<file path="src/design/sdram_cmd_pkg.sv">
// Constants and types for the SDRAM command decode and init block
package sdram_cmd_pkg;
    localparam int ADDR_W      = 13;
    localparam int BANKS       = 4;
    localparam int PRECHG_BIT  = 10;
    localparam int BL_LSB      = 0;
    localparam int BL_MSB      = 2;
    localparam int BT_BIT      = 3;
    localparam int LAT_LSB     = 4;
    localparam int LAT_MSB     = 6;
    localparam int OPM_BIT     = 9;
    localparam logic [2:0] BL_FULLPAGE = 3'h7;
    localparam int MASK_RD_LAT = 2;
    localparam int CLK_MHZ     = 25;
    localparam int PAUSE_US    = 200;
    localparam int PAUSE_CYC   = PAUSE_US * CLK_MHZ;
    localparam int INIT_REFS   = 8;

    typedef enum logic [3:0] {
        CMD_DESEL, CMD_NOP, CMD_ACT, CMD_PRE, CMD_RD, CMD_WR,
        CMD_MRS, CMD_BST, CMD_REF, CMD_SELF
    } cmd_e;

    typedef enum logic [2:0] {
        ST_RUN, ST_PDOWN, ST_SUSP, ST_SELF
    } pwr_e;
endpackage

</file>
<file path="src/design/sdram_cmd_decoder.sv">
// Strobe decode of one command edge
`timescale 1ns/1ns
module sdram_cmd_decoder
    import sdram_cmd_pkg::*;
(
    // Strobes
    input  wire logic chipSelectN,
    input  wire logic rowStrobeN,
    input  wire logic colStrobeN,
    input  wire logic writeEnableN,
    input  wire logic clkEnable,
    // Decoded
    output cmd_e      cmdKind
);
    always_comb begin
        if (chipSelectN) begin
            cmdKind = CMD_DESEL;
        end else begin
            case ({rowStrobeN, colStrobeN, writeEnableN})
                3'b011:  cmdKind = CMD_ACT;
                3'b010:  cmdKind = CMD_PRE;
                3'b101:  cmdKind = CMD_RD;
                3'b100:  cmdKind = CMD_WR;
                3'b000:  cmdKind = CMD_MRS;
                3'b110:  cmdKind = CMD_BST;
                3'b001:  cmdKind = clkEnable ? CMD_REF : CMD_SELF;
                default: cmdKind = CMD_NOP;
            endcase
        end
    end
endmodule // sdram_cmd_decoder

</file>
<file path="src/design/sdram_command_decode_init.sv">
// Command decode, power state and mode register of the SDRAM
`timescale 1ns/1ns
module sdram_command_decode_init
    import sdram_cmd_pkg::*;
(
    // Clock and reset
    input  wire logic              clk_sys,
    input  wire logic              resetn,
    // Command bus
    input  wire logic              chipSelectN,
    input  wire logic              rowStrobeN,
    input  wire logic              colStrobeN,
    input  wire logic              writeEnableN,
    input  wire logic              clkEnable,
    input  wire logic              dataMask,
    input  wire logic              bank_select_lo,
    input  wire logic              bank_select_hi,
    input  wire logic [ADDR_W-1:0] addr,
    // Burst status from the data path
    input  wire logic              burstDone,
    // Command outputs
    output logic                   activatePulse,
    output logic                   readPulse,
    output logic                   writePulse,
    output logic                   auto_precharge_flag,
    output logic [1:0]             cmdBank,
    output logic [ADDR_W-1:0]      cmdAddr,
    output logic [BANKS-1:0]       prechargeBanks,
    output logic                   column_before_row_refresh,
    output logic                   burstStopPulse,
    output logic                   writeBlocked,
    output logic                   readOutEnable,
    // Power and mode state
    output logic                   powerDown,
    output logic                   clockSuspend,
    output logic                   selfRefresh,
    output logic                   burstActive,
    output logic                   modeValid,
    output logic [2:0]             burstLength,
    output logic                   burstInterleave,
    output logic [2:0]             readLatency,
    output logic                   singleWrite
);
    cmd_e       cmdKind;
    pwr_e       pwr_reg, pwr_next;
    logic       ckePrev_reg, ckePrev_next;
    logic       accept;
    logic [1:0] bankSel;
    logic       burst_reg, burst_next;
    logic       valid_reg, valid_next;
    logic [9:0] mode_reg, mode_next;
    logic [MASK_RD_LAT-1:0] maskPipe_reg, maskPipe_next;
    logic       act_next, rd_next, wr_next, autoPre_next, ref_next, bst_next, wb_next;
    logic [1:0] bank_next;
    logic [ADDR_W-1:0] addr_next;
    logic [BANKS-1:0] pre_next;

    sdram_cmd_decoder u_dec (
        .chipSelectN (chipSelectN),
        .rowStrobeN  (rowStrobeN),
        .colStrobeN  (colStrobeN),
        .writeEnableN(writeEnableN),
        .clkEnable   (clkEnable),
        .cmdKind     (cmdKind)
    );

    assign bankSel = {bank_select_hi, bank_select_lo};

    assign accept = ckePrev_reg && (pwr_reg == ST_RUN);

    // ----------------------------------------
    // Command and power state
    // ----------------------------------------
    always_comb begin
        pwr_next      = pwr_reg;
        ckePrev_next  = clkEnable;
        burst_next    = burst_reg;
        valid_next    = valid_reg;
        mode_next     = mode_reg;
        act_next      = 1'b0;
        rd_next       = 1'b0;
        wr_next       = 1'b0;
        autoPre_next  = 1'b0;
        ref_next      = 1'b0;
        bst_next      = 1'b0;
        bank_next     = bankSel;
        addr_next     = addr;
        pre_next      = '0;
        wb_next       = dataMask;
        maskPipe_next = {maskPipe_reg[MASK_RD_LAT-2:0], dataMask};
        if (burstDone) begin
            burst_next = 1'b0;
        end
        case (pwr_reg)
            ST_RUN: begin
                if (accept) begin
                    case (cmdKind)
                        CMD_ACT: act_next = 1'b1;
                        CMD_RD, CMD_WR: begin
                            rd_next    = (cmdKind == CMD_RD);
                            wr_next    = (cmdKind == CMD_WR);
                            autoPre_next = addr[PRECHG_BIT];
                            burst_next = 1'b1;
                        end
                        CMD_PRE: begin
                            pre_next = addr[PRECHG_BIT] ? '1 : BANKS'(1) << bankSel;
                        end
                        CMD_MRS: begin
                            mode_next  = addr[9:0];
                            valid_next = 1'b1;
                        end
                        CMD_BST: begin
                            if (burst_reg && mode_reg[BL_MSB:BL_LSB] == BL_FULLPAGE) begin
                                bst_next   = 1'b1;
                                burst_next = 1'b0;
                            end
                        end
                        CMD_REF: ref_next = 1'b1;
                        CMD_SELF: pwr_next = ST_SELF;
                        default: begin
                            if (!clkEnable) begin
                                pwr_next = burst_reg ? ST_SUSP : ST_PDOWN;
                            end
                        end
                    endcase
                end
            end
            ST_PDOWN, ST_SUSP: begin
                if (clkEnable) begin
                    pwr_next = ST_RUN;
                end
            end
            default: begin
                if (clkEnable) begin
                    pwr_next = ST_RUN;
                end
            end
        endcase
    end

    always_ff @(posedge clk_sys) begin
        if (!resetn) begin
            pwr_reg      <= ST_RUN;
            ckePrev_reg  <= 1'b0;
            burst_reg    <= 1'b0;
            valid_reg    <= 1'b0;
            mode_reg     <= 10'h000;
            maskPipe_reg <= '1;
            activatePulse <= 1'b0;
            readPulse    <= 1'b0;
            writePulse   <= 1'b0;
            auto_precharge_flag <= 1'b0;
            column_before_row_refresh <= 1'b0;
            burstStopPulse <= 1'b0;
            writeBlocked <= 1'b1;
            cmdBank      <= 2'h0;
            cmdAddr      <= '0;
            prechargeBanks <= '0;
        end else begin
            pwr_reg      <= pwr_next;
            ckePrev_reg  <= ckePrev_next;
            burst_reg    <= burst_next;
            valid_reg    <= valid_next;
            mode_reg     <= mode_next;
            maskPipe_reg <= maskPipe_next;
            activatePulse <= act_next;
            readPulse    <= rd_next;
            writePulse   <= wr_next;
            auto_precharge_flag <= autoPre_next;
            column_before_row_refresh <= ref_next;
            burstStopPulse <= bst_next;
            writeBlocked <= wb_next;
            cmdBank      <= bank_next;
            cmdAddr      <= addr_next;
            prechargeBanks <= pre_next;
        end
    end

    assign readOutEnable   = !maskPipe_reg[MASK_RD_LAT-1];
    assign powerDown       = (pwr_reg == ST_PDOWN);
    assign clockSuspend    = (pwr_reg == ST_SUSP);
    assign selfRefresh     = (pwr_reg == ST_SELF);
    assign burstActive     = burst_reg;
    assign modeValid       = valid_reg;
    assign burstLength     = mode_reg[BL_MSB:BL_LSB];
    assign burstInterleave = mode_reg[BT_BIT];
    assign readLatency     = mode_reg[LAT_MSB:LAT_LSB];
    assign singleWrite     = mode_reg[OPM_BIT];
endmodule // sdram_command_decode_init

</file>
<file path="config.mk">
export PLATFORM = sky130hd
export DESIGN_NAME = sdram_command_decode_init
export DESIGN_NICKNAME = d
export VERILOG_FILES = /design/src/design/sdram_cmd_pkg.sv /design/src/design/sdram_cmd_decoder.sv /design/src/design/sdram_command_decode_init.sv
export SDC_FILE = /design/constraint.sdc
export NUM_CORES = 1
export LEC_CHECK = 0
export ABC_CLOCK_PERIOD_IN_PS = 1590
export BUFFER_PORTS_ARGS = -buffer_cell sky130_fd_sc_hd__buf_2
export CORE_ASPECT_RATIO = 1.5
export CORE_MARGIN = 2
export CORE_UTILIZATION = 41
export DETAILED_ROUTE_END_ITERATION = 8
export GPL_ROUTABILITY_DRIVEN = 0
export MAX_ROUTING_LAYER = met4
export PLACE_DENSITY = 0.82
export SYNTH_ARGS = -nofsm -noshare
export SYNTH_HDL_FRONTEND = slang
export SYNTH_HIERARCHICAL = 1
export SYNTH_SLANG_ARGS = --single-unit
</file>
<file path="constraint.sdc">
create_clock -name clk_sys -period 1.59 [get_ports clk_sys]
set_input_delay 0.0795 -clock clk_sys [delete_from_list [all_inputs] [get_ports clk_sys]]
set_output_delay 0.0795 -clock clk_sys [all_outputs]
set_load 0.01 [all_outputs]
</file>
==> impl_metrics.env <==
export IMPL_path_clk_slew_ps=70
export IMPL_reg2reg_from="pwr_reg[1]"
export IMPL_final_setup_viol_count=0
export IMPL_endpoint="mode_reg[9]"
export IMPL_stdcell_area_um2=2083
export IMPL_path_max_fanout=9
export IMPL_ctsHoldBuffers=13
export IMPL_grt_pass1_wl_mm=4.857
export IMPL_track_usage_pct=17.80
export IMPL_wire_per_inst_um=10.94
export IMPL_yosys_area_top_type="dfxtp_1"
export IMPL_setup_tns_ps=0
export IMPL_ctsResizeCount=0
export IMPL_area_growth_pct=50.14
export IMPL_cp_start_kind="flip-flop"
export IMPL_outcome="finished, final reports clean"
export IMPL_cts_htree_levels=2
export IMPL_ys_flop_type="dfxtp_1"
export IMPL_ff2ff_path_depth=4
export IMPL_netlist_area_um2=1388
export IMPL_initial_core_util_pct=43.49
export IMPL_cts_tree="done"
export IMPL_nets=266
export IMPL_peakVddDrop_mv=1.025
export IMPL_antenna_cells=0
export IMPL_vias=1301
export IMPL_synthArstFlopShare_pct=0
export IMPL_synth_ff_latch_count=40
export IMPL_avgSynthCellArea_um2=9.376
export IMPL_relSlewSlack_pct=78.98
export IMPL_placed_cell_area_um2=1859
export IMPL_worstSetupEndpointType="flip-flop"
export IMPL_rsz0062_at_grt="false"
export IMPL_arrival_ps=1710
export IMPL_row_count=25
export IMPL_gr_total_overflow=0
export IMPL_regToRegEndpoint="mode_reg[9]"
export IMPL_drv_cap=0
export IMPL_synth_most_common_cell="dfxtp_1"
export IMPL_synth_edf_count=0
export IMPL_synth_fp_nets=172
export IMPL_drt_total_wl_mm=3.097
export IMPL_fin_crit_ps=1530
export IMPL_post_cts_buffers=0
export IMPL_drive_gt1_share_pct=35.80
export IMPL_crit_type="flip-flop to flip-flop"
export IMPL_cts_buffers=5
export IMPL_fin_crit_sh_pct=96.24
export IMPL_insertion_delay_ps=290
export IMPL_io_pins=64
export IMPL_r2r_slack_ps=60
export IMPL_synth_commonest_cells="dfxtp_1 (40), nand2_1 (20), inv_1 (15), nor2_1 (15), and2_1 (9)"
export IMPL_largest_reg_flops=13
export IMPL_remaining_drc_errors=0
export IMPL_cts_root_buf="clkbuf_8"
export IMPL_synth_top_cells_by_area="dfxtp_1 (58%), mux2i_1 (5.8%), nand2_1 (5.4%)"
export IMPL_yosys_warnings=6
export IMPL_finalMaxSlewViolations=0
export IMPL_drt_initial_drc_count=27
export IMPL_pwr_density_cell_nw_per_um2=924.3
export IMPL_hold_violations=0
export IMPL_yosysSeqAreaShare_pct=57.71
export IMPL_core_um2=3191
export IMPL_ys_types=27
export IMPL_drt_pass1_iterations=3
export IMPL_die_y_um=75.25
export IMPL_ant_nets=0
export IMPL_grt_pass1_vias=1250
export IMPL_synth_top_area_share_pct=57.71
export IMPL_numPortBuffers=63
export IMPL_die_w_um=51.50
export IMPL_hp_class="input pin to flip-flop"
export IMPL_worstPathRequired_ps=1770
export IMPL_clockBufferDepth=2
export IMPL_pre_cts_slack_ps=-135.5
export IMPL_grt_max_degree=30
export IMPL_synth_cells=148
export IMPL_die_area_um2=3875
export IMPL_leakagePower_uw=0.001125
export IMPL_antenna_found_initial=0
export IMPL_whs_path_depth=3
export IMPL_routed_via_density=4.597
export IMPL_worst_pin_slew_ps=315.3
export IMPL_skew_ps=4.063
export IMPL_fin_ws_ps=59.82
export IMPL_hpwl_mm=2.253
export IMPL_fmax_mhz=653.5
export IMPL_cts_sinks=40
export IMPL_cp_startpoint="pwr_reg[1]"
==> worst min-delay path by stage <==
| stage | startpoint | endpoint |
|---|---|---|
| final | addr[2] | cmdAddr[2] |
| after global routing | addr[2] | cmdAddr[2] |
| after CTS | addr[2] | cmdAddr[2] |
| after detailed placement | dataMask | maskPipe_reg[0] |
| after global placement | dataMask | maskPipe_reg[0] |
| after floorplan | burstDone | burstActive |
==> cells by family (layout without fill, tap and decap cells) <==
group	count (synthesis)	after routing	synth area share [%]
adder cells (fa/ha/maj)	1	1	0.7214
AND/OR/NAND/NOR	66	66	24.17
multiplexers	8	8	5.771
buffers and inverters	19	114	5.410
flip-flops	40	40	57.71
AO/OA/AOI/OAI	14	14	6.222
==> final cells by class <==
type | count | area, µm²
tap | 40 | 50.05
multi-input combinational | 89 | 511.7
inverter | 15 | 56.30
clock inverter | 1 | 7.507
timing repair buffer | 91 | 570.5
sequential | 40 | 800.8
fill | 296 | 1107
clock buffer | 7 | 86.33
==> layout by cell type, fill, tap and decap left out <==
cell / Yosys / routed
o31ai_1: 3 / 3
buf_12: 0 / 1
a21oi_1: 8 / 8
nand3_1: 2 / 2
dfxtp_1: 40 / 40
nand4_1: 1 / 1
inv_1: 15 / 15
o2111ai_1: 1 / 1
nor4_1: 2 / 2
clkinvlp_4: 0 / 1
buf_4: 1 / 14
or3b_1: 1 / 1
nor2b_1: 2 / 2
maj3_1: 1 / 1
nand4bb_1: 1 / 1
clkbuf_1: 2 / 1
or4_1: 1 / 1
a31oi_1: 1 / 1
mux2i_1: 8 / 8
or3_1: 3 / 3
nand2b_1: 5 / 5
nand2_1: 20 / 20
dlygate4sd3_1: 0 / 13
a32oi_1: 1 / 1
nor2_1: 15 / 15
and2b_2: 1 / 1
and2_1: 9 / 9
nor3_1: 2 / 2
clkbuf_8: 0 / 6
buf_2: 0 / 63
or4b_2: 1 / 1
==> critical path, stage by stage (launching register included) <==
cell and delay [ps]:
dfxtp_1 310, or3b_1 400, or3_1 430, buf_12 170, mux2i_1 120
==> stage by stage <==
step | util, % | hold slack (ps) | instances | power, µW
floorplan | - | 180.4 | 148 | 1145
global placement | 58.27 | 260.9 | 262 | 1239
detailed placement | 58.27 | 268.3 | 262 | 1244
CTS | 65.29 | 16.71 | 283 | 1953
global route | 65.29 | 37.40 | 283 | 2004
finish | 65.29 | 18.14 | 283 | 1926
==> routing by layer <==
| layer | part of all wire (%) | up-vias | track usage [%] |
|---|---|---|---|
| li1 | - | 670 | - |
| met2 | 57 | 39 | 35.19 |
| met5 | 0 | - | - |
| met1 | 37 | 586 | 14.88 |
| met4 | 1.7 | 0 | 7.895 |
| met3 | 4.8 | 6 | 4.960 |
==> power breakdown <==
group / leakage (µW) / switching [µW] / internal (µW) / total [µW]
clock: 0.0000445 / 329 / 352 / 681
combinational: 0.000753 / 100 / 108 / 208
sequential: 0.000327 / 7.26 / 1030 / 1040
total: 0.00112 / 436 / 1490 / 1930
Power figures use the tool's default switching activity.
